<file path="src/hw/sic_pkg.sv">
/*
 * Package for the synthesizer I2C control port: status and control field layout,
 * address bits, test codes and the structs that carry the latched settings.
 * Assumes a single clock domain on the core clock; bus pins are sampled synchronously.
 */
package sic_pkg;

    // Fixed upper five bits of the slave address, MSB first.
    localparam logic [4:0] SIC_ADDR_FIXED = 5'h18;

    // Control byte field positions, counted from the LSB of the received byte.
    localparam int SIC_CTL_PUMP_BIT = 6;
    localparam int SIC_CTL_TEST_HI = 5;
    localparam int SIC_CTL_TEST_LO = 3;
    localparam int SIC_CTL_RSA_BIT = 2;
    localparam int SIC_CTL_RSB_BIT = 1;
    localparam int SIC_CTL_AMP_BIT = 0;

    // Reset values of the latched settings.
    localparam logic [14:0] SIC_COUNT_RST = 15'h0000;
    localparam logic [2:0] SIC_TEST_RST = 3'h1;
    localparam logic [1:0] SIC_RATIO_RST = 2'h3;
    localparam logic [3:0] SIC_BAND_RST = 4'h0;

    // Test mode codes, written as the hi, mid, lo select bits.
    localparam logic [2:0] SIC_TEST_CMPTEST = 3'h0;
    localparam logic [2:0] SIC_TEST_NORMAL = 3'h1;
    localparam logic [2:0] SIC_TEST_REFOUT = 3'h4;
    localparam logic [2:0] SIC_TEST_HALFOUT = 3'h5;
    localparam logic [2:0] SIC_TEST_SINK = 3'h6;
    localparam logic [2:0] SIC_TEST_SOURCE = 3'h7;

    // Three fixed ones between the lock flag and the level code in the status byte.
    localparam logic [2:0] SIC_STAT_ONES = 3'h7;

    // Settings taken from the control byte.
    typedef struct packed {
        logic pump_current_select;
        logic [2:0] test_select;
        logic [1:0] ratio_select;
        logic tune_amp_disable;
    } sic_ctl_s;

    // Decoded drive for the analogue side.
    typedef struct packed {
        logic pump_off;
        logic pump_sink_only;
        logic pump_source_only;
        logic route_ref;
        logic route_half;
        logic cmp_test;
    } sic_test_s;

endpackage : sic_pkg

</file>
<file path="src/hw/sic_control_port.sv">
/*
 * Synthesizer control port: an I2C slave for write and status read transfers,
 * holding the divide count, control settings and band outputs, plus the
 * 3-wire ratio carry-over hook and the bus select muxing of the shared pins.
 * Assumes SCL and SDA are already synchronous to core_clk_i and the power-up
 * event and analogue level code come from outside as synchronous levels.
 */
`timescale 1ns/1ps
`default_nettype none

module sic_control_port (
    input wire logic core_clk_i,
    input wire logic nrst_i,
    input wire logic scl_i,
    input wire logic sda_i,
    output logic sda_o,
    output logic sda_oe_o,
    input wire logic [1:0] addr_pin_level_i,
    input wire logic bus_select_pin_i,
    input wire logic supply_event_i,
    input wire logic supply_ok_i,
    input wire logic lock_flag_i,
    input wire logic [2:0] level_code_i,
    input wire logic wire3_exit_i,
    input wire logic wire3_len19_i,
    output logic [14:0] divide_count_o,
    output sic_pkg::sic_ctl_s ctl_o,
    output sic_pkg::sic_test_s test_o,
    output logic [3:0] band_output_bits_o,
    output logic vhf_mode_o,
    output logic lock_pin_n_o,
    output logic i2c_mode_o
);
    import sic_pkg::*;

    // How a transfer moves through this port.
    // The serial clock and data levels arrive already synchronous to the core clock.
    // Each level is kept one cycle in a flop, so an edge is seen in the cycle the new level arrives.
    // A start is a fall of the data line while the clock line stays high.
    // A stop is a rise of the data line while the clock line stays high.
    // A start in any phase restarts the byte machinery from the address byte.
    // A stop in any phase returns the port to idle and releases the data line.
    // Bits are taken at the rising edge of the serial clock, most significant first.
    // The eighth rising edge of a byte completes it and decides what follows.
    // An address byte that matches moves the port into the acknowledge phase.
    // An address byte that does not match moves it into the skip phase.
    // In the skip phase the port ignores every bit until the next start or stop.
    // The acknowledge drive starts at the serial clock fall after the eighth bit.
    // It is held through the ninth clock and dropped at the fall that ends it.
    // The data line is only ever pulled low; a released line is left to the pull-up.
    // That is why the data output value is a constant and only its enable moves.
    // A read address leads from the acknowledge phase into the send phase.
    // The first status bit is put out at the same fall that ends the acknowledge.
    // The other seven status bits follow, one at each later fall of the clock.
    // After the eighth status bit the port stops driving and waits in skip.
    // The answer of the master to the status byte is not looked at.
    // Only one status byte is sent per read; further clocks see a released line.
    // A write address leads from the acknowledge phase back into receive.
    // Every data byte of a write is acknowledged, whatever its contents.
    // The top bit of a data byte tells a first frequency byte from a control byte.
    // The byte after a first frequency byte is always its second half.
    // That second half may carry any top bit, so it is not classified.
    // The byte straight after a control byte is band data, whatever its top bit.
    // A first frequency byte is only parked; the active count keeps its value.
    // The count moves only when the second frequency byte completes.
    // So the counter after the prescaler never sees a half-written ratio.
    // A start or stop between the two halves throws the parked half away.
    // Control and band bytes take effect at the end of their own byte.
    // Values already taken stay in force when a transfer is cut short.
    // There is no byte limit; the master may sweep frequency in one transfer.
    // The ratio bits can also move from the 3-wire side at a test mode exit.
    // That hook only acts while the 3-wire interface is selected.
    // It rewrites the first ratio bit from the word length and keeps the second.
    // The power-up flag is raised by a supply event and by reset.
    // It is cleared one cycle after a status byte with it set has gone out.
    // The clear also needs an adequate supply at that moment.
    // A supply event in the same cycle as the clear wins, so the flag stays set.
    // The lock flag and level code are put into the status byte as they stand.
    // They are taken at the start of the status byte, so the byte is coherent.
    // The analogue-side decodes of the test code lag the control byte by a cycle.
    // The band mode output also lags the band bits by one cycle.
    // Both lags are harmless, the analogue circuits settle far slower.
    // While the 3-wire interface is selected the I2C logic stays idle.
    // The lock output pin is only active in that mode and is active low.
    // A limitation: the 3-wire shift logic itself lives outside this block.
    // Another limitation: the pins are not filtered, a glitch is taken as an edge.
    // The master must hold each level for more than two core clocks.
    // Clock stretching is not used; the port never holds the clock line low.

    // Transfer phases; one-hot so each phase is a single flop.
    typedef enum logic [4:0] {
        ST_IDLE = 5'h01,
        ST_RECV = 5'h02,
        ST_ACK = 5'h04,
        ST_SEND = 5'h08,
        ST_SKIP = 5'h10
    } sic_state_e;

    sic_state_e state_q, state_d;
    logic scl_q, sda_q;
    logic [2:0] bit_cnt_q;
    logic [7:0] shift_q;
    logic is_addr_q;
    logic read_q;
    logic after_ctl_q;
    logic [6:0] freq_hi_q;
    logic freq_pend_q;
    logic [14:0] count_q;
    sic_ctl_s ctl_q;
    logic [3:0] band_q;
    logic por_q;
    logic por_sent_q;
    logic [7:0] stat_q;
    logic sda_oe_q;
    sic_test_s test_q;
    logic vhf_q, lock_n_q, i2c_q;

    // Decodes the control byte into its setting fields.
    function automatic sic_ctl_s ctl_of(input logic [7:0] b);
        sic_ctl_s c;
        c.pump_current_select = b[SIC_CTL_PUMP_BIT];
        c.test_select = b[SIC_CTL_TEST_HI:SIC_CTL_TEST_LO];
        c.ratio_select = {b[SIC_CTL_RSA_BIT], b[SIC_CTL_RSB_BIT]};
        c.tune_amp_disable = b[SIC_CTL_AMP_BIT];
        return c;
    endfunction : ctl_of

    // Bus events seen on the sampled pins.
    wire scl_rise = scl_i & ~scl_q;
    wire scl_fall = ~scl_i & scl_q;
    wire start_cond = scl_i & scl_q & sda_q & ~sda_i;
    wire stop_cond = scl_i & scl_q & ~sda_q & sda_i;
    wire i2c_sel = ~bus_select_pin_i;
    wire [7:0] rx_byte = {shift_q[6:0], sda_i};
    wire byte_done = scl_rise & (bit_cnt_q == 3'h7);
    wire [6:0] my_addr = {SIC_ADDR_FIXED, addr_pin_level_i};
    wire addr_match = (rx_byte[7:1] == my_addr);
    wire data_byte = byte_done & ~is_addr_q & (state_q == ST_RECV);
    wire is_freq_byte = ~rx_byte[7] & ~after_ctl_q;
    wire is_ctl_byte = rx_byte[7] & ~after_ctl_q;
    wire is_band_byte = after_ctl_q;
    wire [7:0] stat_byte = {por_q, lock_flag_i, SIC_STAT_ONES, level_code_i};
    wire [2:0] tsel = ctl_q.test_select;

    // Phase sequencing; start wins over every phase, though stop and 3-wire select come first, so a repeated start restarts cleanly.
    always_comb begin
        state_d = state_q;
        if (!i2c_sel || stop_cond) begin
            state_d = ST_IDLE;
        end else if (start_cond) begin
            state_d = ST_RECV;
        end else begin
            case (state_q)
                ST_RECV: begin
                    if (byte_done) begin
                        state_d = (is_addr_q && !addr_match) ? ST_SKIP : ST_ACK;
                    end
                end
                ST_ACK: begin
                    if (scl_fall && sda_oe_q) begin
                        state_d = read_q ? ST_SEND : ST_RECV;
                    end
                end
                ST_SEND: begin
                    if (byte_done) begin
                        state_d = ST_SKIP;
                    end
                end
                ST_IDLE: state_d = ST_IDLE;
                ST_SKIP: state_d = ST_SKIP;
                default: state_d = ST_IDLE;
            endcase
        end
    end

    // Pin sampling and phase register.
    always_ff @(posedge core_clk_i) begin
        if (!nrst_i) begin
            state_q <= ST_IDLE;
            scl_q <= 1'b1;
            sda_q <= 1'b1;
        end else begin
            state_q <= state_d;
            scl_q <= scl_i;
            sda_q <= sda_i;
        end
    end

    // Bit counter and receive shifter, restarted at each start and after each ack.
    always_ff @(posedge core_clk_i) begin
        if (!nrst_i || start_cond || state_q == ST_ACK) begin
            bit_cnt_q <= 3'h0;
            shift_q <= 8'h00;
        end else if (scl_rise) begin
            bit_cnt_q <= bit_cnt_q + 3'h1;
            shift_q <= rx_byte;
        end
    end

    // Transfer context: address phase, direction and band-follows-control.
    always_ff @(posedge core_clk_i) begin
        if (!nrst_i || start_cond) begin
            is_addr_q <= 1'b1;
            read_q <= 1'b0;
            after_ctl_q <= 1'b0;
        end else if (byte_done && state_q == ST_RECV) begin
            is_addr_q <= 1'b0;
            if (is_addr_q) begin
                read_q <= rx_byte[0];
            end else begin
                // A second frequency byte may carry a top bit of one; it must not open
                // the band slot, or the next control byte would be taken as band data.
                after_ctl_q <= is_ctl_byte && !freq_pend_q;
            end
        end
    end

    // Write data latching; a frequency byte pair must be complete before use.
    always_ff @(posedge core_clk_i) begin
        if (!nrst_i) begin
            freq_hi_q <= 7'h00;
            freq_pend_q <= 1'b0;
            count_q <= SIC_COUNT_RST;
            ctl_q <= '{1'b0, SIC_TEST_RST, SIC_RATIO_RST, 1'b0};
            band_q <= SIC_BAND_RST;
        end else if (start_cond || stop_cond) begin
            freq_pend_q <= 1'b0;
        end else if (data_byte && !read_q) begin
            if (freq_pend_q) begin
                count_q <= {freq_hi_q, rx_byte};
                freq_pend_q <= 1'b0;
            end else if (is_freq_byte) begin
                freq_hi_q <= rx_byte[6:0];
                freq_pend_q <= 1'b1;
            end else if (is_ctl_byte) begin
                ctl_q <= ctl_of(rx_byte);
            end else begin
                band_q <= rx_byte[3:0];
            end
        end else if (wire3_exit_i && !i2c_sel) begin
            ctl_q.ratio_select[1] <= ~wire3_len19_i;
        end
    end

    // Power-up flag: a supply event wins over the clear from a finished read.
    always_ff @(posedge core_clk_i) begin
        if (!nrst_i) begin
            por_q <= 1'b1;
            por_sent_q <= 1'b0;
        end else begin
            if (supply_event_i) begin
                por_q <= 1'b1;
            end else if (por_sent_q && supply_ok_i) begin
                por_q <= 1'b0;
            end
            por_sent_q <= (state_q == ST_SEND) && byte_done && por_q && !supply_event_i;
        end
    end

    // Data line drive: ack low, then status bits MSB first; otherwise released.
    always_ff @(posedge core_clk_i) begin
        if (!nrst_i || !i2c_sel || start_cond || stop_cond) begin
            sda_oe_q <= 1'b0;
            stat_q <= 8'h00;
        end else if (scl_fall) begin
            if (state_q == ST_ACK && !sda_oe_q) begin
                sda_oe_q <= 1'b1;
            end else if (state_q == ST_ACK && read_q) begin
                stat_q <= {stat_byte[6:0], 1'b0};
                sda_oe_q <= ~stat_byte[7];
            end else if (state_q == ST_SEND && bit_cnt_q != 3'h0) begin
                stat_q <= {stat_q[6:0], 1'b0};
                sda_oe_q <= ~stat_q[7];
            end else begin
                sda_oe_q <= 1'b0;
            end
        end
    end

    // Analogue-side decodes, registered so the outputs come straight from flops.
    always_ff @(posedge core_clk_i) begin
        if (!nrst_i) begin
            test_q <= '0;
            vhf_q <= 1'b0;
            lock_n_q <= 1'b1;
            i2c_q <= 1'b0;
        end else begin
            test_q.pump_off <= (tsel[2:1] == 2'h1);
            test_q.pump_sink_only <= (tsel == SIC_TEST_SINK);
            test_q.pump_source_only <= (tsel == SIC_TEST_SOURCE);
            test_q.route_ref <= (tsel == SIC_TEST_REFOUT);
            test_q.route_half <= (tsel == SIC_TEST_HALFOUT);
            test_q.cmp_test <= (tsel == SIC_TEST_CMPTEST);
            vhf_q <= band_q[0] | band_q[1];
            lock_n_q <= i2c_sel | ~lock_flag_i;
            i2c_q <= i2c_sel;
        end
    end

    // The ack and status drive only ever pull low; the output value is tied by design.
    always_ff @(posedge core_clk_i) begin
        if (!nrst_i) begin
            sda_o <= 1'b0;
        end else begin
            sda_o <= 1'b0;
        end
    end

    assign sda_oe_o = sda_oe_q;
    assign divide_count_o = count_q;
    assign ctl_o = ctl_q;
    assign test_o = test_q;
    assign band_output_bits_o = band_q;
    assign vhf_mode_o = vhf_q;
    assign lock_pin_n_o = lock_n_q;
    assign i2c_mode_o = i2c_q;

endmodule : sic_control_port

`default_nettype wire

</file>
<file path="config.mk">
export PLATFORM = sky130hd
export DESIGN_NAME = sic_control_port
export DESIGN_NICKNAME = d
export VERILOG_FILES = /design/src/hw/sic_pkg.sv /design/src/hw/sic_control_port.sv
export SDC_FILE = /design/constraint.sdc
export NUM_CORES = 1
export LEC_CHECK = 0
export BUFFER_PORTS_ARGS = -buffer_cell sky130_fd_sc_hd__buf_4
export CAP_MARGIN = 0
export CORE_ASPECT_RATIO = 2
export CORE_MARGIN = 8
export CORE_UTILIZATION = 40
export CTS_CLUSTER_DIAMETER = 200
export DETAILED_ROUTE_END_ITERATION = 8
export MAX_ROUTING_LAYER = met4
export PLACE_DENSITY = 0.7
export SLEW_MARGIN = 5
export SYNTH_ARGS = -nofsm -noshare
export SYNTH_HDL_FRONTEND = slang
export SYNTH_SLANG_ARGS = --single-unit
</file>
<file path="constraint.sdc">
create_clock -name core_clk_i -period 2.6 [get_ports core_clk_i]
set_clock_uncertainty 0.1 [all_clocks]
set_input_delay 0.13 -clock core_clk_i [delete_from_list [all_inputs] [get_ports core_clk_i]]
set_output_delay 0.13 -clock core_clk_i [all_outputs]
set_load 0.005 [all_outputs]
</file>
# After elaboration in Yosys (flattened, before gate mapping)
# Index checks and enable logic that the tools add are counted.
[totals]
n_memories = 0
ram_bits = 0
out_inout_bits = 37
latchBits = 0
romBits = 0
ff_bits = 74
[op_classes]
n_bitwise = 32
n_lt_le_gt_ge = 0
eq_ne = 20
n_mux = 19
mul = 0
n_reduce_logical = 44
div_mod_pow = 0
n_addsub = 1
shifts = 0
[op_table]
columns = ["cell", "n"]
rows = [
  ["5-bit two-way mux", 4],
  ["5-bit case mux with 4 select lines", 1],
  ["1-bit NOT", 18],
  ["8-bit two-way mux", 2],
  ["3-bit equality test, second input constant", 5],
  ["5-bit AND reduction", 3],
  ["1-bit logical AND", 13],
  ["1-bit bitwise AND", 12],
  ["2-bit inequality test, second input constant", 6],
  ["3-bit AND reduction", 4],
  ["3-bit two-way mux", 3],
  ["3-bit inequality test, second input constant", 3],
  ["7-bit equality test", 1],
  ["1-bit logical OR", 7],
  ["1-bit two-way mux", 7],
  ["1-bit zero test", 6],
  ["2-bit OR reduction", 3],
  ["5-bit by 2-bit equality test with 1-bit output, second input constant", 1],
  ["5-bit by 3-bit equality test with 1-bit output, second input constant", 1],
  ["5-bit by 4-bit equality test with 1-bit output, second input constant", 1],
  ["5-bit equality test, second input constant", 1],
  ["4-bit two-way mux", 1],
  ["2-bit AND reduction", 2],
  ["4-bit AND reduction", 1],
  ["other kinds (8)", 10],
]

# Depth between registers and ports, before layout
[depth]
ltp_word = 8
ltp_mapped = 9

# Worst setup path before layout
# OpenSTA, ideal clock, no wires.
[synth_timing]
path_type = "reg2reg"
start = "register bit_cnt_q[0]"
end = "register ctl_q (netlist bit ctl_o[1])"
t_arrival_ns = 1.915
slack_ns = 0.455
required_time_ns = 2.370
path_stages_with_launch = 9
synth_period_minus_slack_ns = 2.145
path_cell_list = "dfxtp_1 ha_1 ha_1 and3b_1 nand4_1 or4_1 buf_2 mux2i_1 nand2_1"
[synth_via]
elab_chain_cells = 6
[synth_rtl]
columns = ["element", "line_no", "text"]
rows = [
  ["start, declared", "sic_control_port.sv:101", "logic [2:0] bit_cnt_q;"],
  ["start signal, assigned", "sic_control_port.sv:195", "bit_cnt_q <= bit_cnt_q + 3'h1;"],
  ["3-bit equality test", "sic_control_port.sv:135", "wire byte_done = scl_rise & (bit_cnt_q == 3'h7);"],
  ["1-bit bitwise AND", "sic_control_port.sv:135", ""],
  ["1-bit bitwise AND (2 in a row)", "sic_control_port.sv:138", "wire data_byte = byte_done & ~is_addr_q & (state_q == ST_RECV);"],
  ["1-bit logical AND", "sic_control_port.sv:228", "end else if (data_byte && !read_q) begin"],
  ["5-bit AND reduction (no source line)", "--", ""],
  ["end signal, assigned", "sic_control_port.sv:224", "ctl_q <= '{1'b0, SIC_TEST_RST, SIC_RATIO_RST, 1'b0};"],
  ["end signal, assigned", "sic_control_port.sv:236", "ctl_q <= ctl_of(rx_byte);"],
  ["end, declared", "sic_control_port.sv:109", "sic_ctl_s ctl_q;"],
]
# Every way passes these cells.
# A chain may end at the register's enable or synchronous reset.

# Worst setup path after layout
[layout_timing]
start = "register bit_cnt_q[0]"
end = "register ctl_q (netlist bit tsel[1])"
# The elaborated chain is that of the path after synthesis.

==> reports/metrics.yaml <==
min_period_ns: 2.338
drv_cap: 0
wl_met1_um: 3254
syn_area_per_cell_sq_um: 8.781
crit_required_ns: 2.70
powerDensity_mw_per_mm2: 655.3
antenna_found_initial: 0
hold_path_class: "input port to flip-flop"
clkLatencyLatePin_ns: 0.33
async_flop_share: 0
cp-end-kind: "flip-flop"
clockBufferDepth: 2
wl_per_cell_um: 14.30
ys_seq_elements: 73
grt_pass1_wl_um: 11570
max_freq_mhz: 427.7
syn_inst: 328
seq_area_frac_synth: 0.5074
hold_viol: 0
cp-start-kind: "flip-flop"
worst_pin_slew_ns: 0.5540
final_cell_mix: "73 x dfxtp_1, 64 x nand2_1, 58 x buf_4, 39 x nor2_1, 27 x a21oi_1"
hpwl_um: 4692
slew_viol_final: 0
criticalPathCategory: "flip-flop to flip-flop"
cts_tree: "done"
firstDrtPassIters: 4
numCtsBuffers: 9
synth_edf_count: 0
grt_pass1_vias: 2426
power_leakage_nw: 1.499
postCtsSetupBuffers: 0
core_sq_mm: 0.007102
utilization: 0.5250
wl_met3_um: 355
yosysWarnings: 0
cts.sinks: 73
num_rows: 44
drtIter0Drc: 192
cp.arrival_ns: 2.44
peakVddDrop_mv: 0.4575
synthFlopType: "dfxtp_1"
die_height_um: 136.0
synth.cell_area_sq_mm: 0.002880
portBuffers: 50
num_vias: 2436
routed_wl_um: 6895
via_per_inst: 5.054
htreeDepth: 3
layout_commonest_cell: "dfxtp_1"
finalWeightedCongestion: 0.9107
die_area_sq_mm: 0.01034
die_w_um: 76
clkSlewWorstSetupHoldPaths_ns: 0.05
diodes: 0
cts_resized: 0
grt_max_degree: 37
status: "finished, final reports clean"
final.period_utilization: 0.8992
synth_nets: 346
final.setup.tns_ns: 0
dr_wl_met2_um: 3219
slew_headroom: 0.6272
grt_usage: 0.1440
drcViolationCount: 0
io_pins: 52
final_area_sq_mm: 0.003729
root_buffer: "clkbuf_16"
final_nets: 404
path_max_fanout: 6
drive_gt1_frac: 0.1949
placed_area_sq_mm: 0.003351
ant_nets: 0
setup_viol: 0
top_layer_used: "met4"
synthDistinctLibCells: 43
syn2layout_area_growth_pct: 29.45
ctsHoldBuffers: 8
grt_setup_unrepaired: "false"
initial_core_util: 0.4056
grt_overflow: 0
worst paths after layout:
kind | from | endpoint | slack [ns] | cells after the start
max | bit_cnt_q[0] | tsel[1] | 0.26 | 7
min | sda_i | sda_q | 0.03 | 2
max reg2reg | bit_cnt_q[0] | tsel[1] | 0.26 | 7
min reg2reg | divide_count_o[4] | divide_count_o[4] | 0.35 | 2
Yosys cell counts (4+ instances only):
cell	count	share of area
dfxtp_1	73	0.51
nand2_1	64	0.083
nor2_1	39	0.051
a21oi_1	27	0.047
mux2i_1	24	0.083
clkbuf_1	12	0.016
nand3_1	11	0.019
a211oi_1	7	0.018
nor3_1	7	0.012
nand2b_1	6	0.013
and3_1	5	0.011
inv_1	5	0.0065
buf_2	4	0.0070
cell type report:
cell class	count	area, sq um
Inverter	6	22.52
Clock buffer	13	260.3
Tap cell	92	115.1
Sequential cell	73	1461
Timing Repair Buffer	66	515.5
Clock inverter	2	37.54
Fill cell	668	3373
Multi-Input combinational cell	230	1316
metal layers:
layer  GRT usage  vias up
met5           -        -
met4     0.06923        0
met3     0.04901        6
met2      0.2151       66
met1      0.1690     1134
li1            -     1230
critical path, stage by stage (launching register included):
cell	delay (ns)
dfxtp_1	0.38
ha_1	0.17
ha_1	0.16
and3b_1	0.23
nand4_1	0.17
or4_1	0.73
mux2i_1	0.21
nor2_1	0.05
report_power, final:
group / total (mW) / leakage (nW) / switching [mW] / internal, mW
Combinational: 0.0920 / 0.768 / 0.0513 / 0.0407
Clock: 1.22 / 0.142 / 0.430 / 0.790
Sequential: 1.13 / 0.589 / 0.00581 / 1.13
Total: 2.44 / 1.50 / 0.487 / 1.96
state kept, by name, summed over array words and instances, names as in the netlist:
| signal | count |
|---|---|
| divide_count_o | 15 |
| freq_hi_q | 7 |
| shift_q | 7 |
| stat_q | 7 |
| test_o | 6 |
| state_q | 5 |
| band_output_bits_o | 4 |
| ctl_o | 4 |
| bit_cnt_q | 3 |
| tsel | 3 |
| after_ctl_q | 1 |
| freq_pend_q | 1 |
| i2c_mode_o | 1 |
| is_addr_q | 1 |
| lock_pin_n_o | 1 |
| por_q | 1 |
| por_sent_q | 1 |
| read_q | 1 |
| scl_q | 1 |
| sda_oe_o | 1 |
| sda_q | 1 |
| vhf_mode_o | 1 |
kinds of logic after synthesis:
kind of cell / after synthesis / share of synthesized area
xor+xnor: 4 / 0.01217
fa+ha+maj: 3 / 0.01303
buf+inv: 25 / 0.03562
compound gates: 48 / 0.1008
other cells: 1 / 0.001302
simple gates: 149 / 0.2424
mux: 25 / 0.08731
flops: 73 / 0.5074
per-stage QoR:
stage	hold WS, ns	cells	total power [mW]	worst slack (ns)
5_1_grt	0.02072	482	2.540	0.1316
6_report	0.03443	482	2.443	0.2620
2_1_floorplan	0.1162	328	1.201	0.4552
3_5_place_dp	0.2456	459	1.239	0.2930
3_3_place_gp	0.2393	459	1.239	0.3538
4_1_cts	0.01849	482	2.479	0.2535
Power figures use the tool's default switching activity.
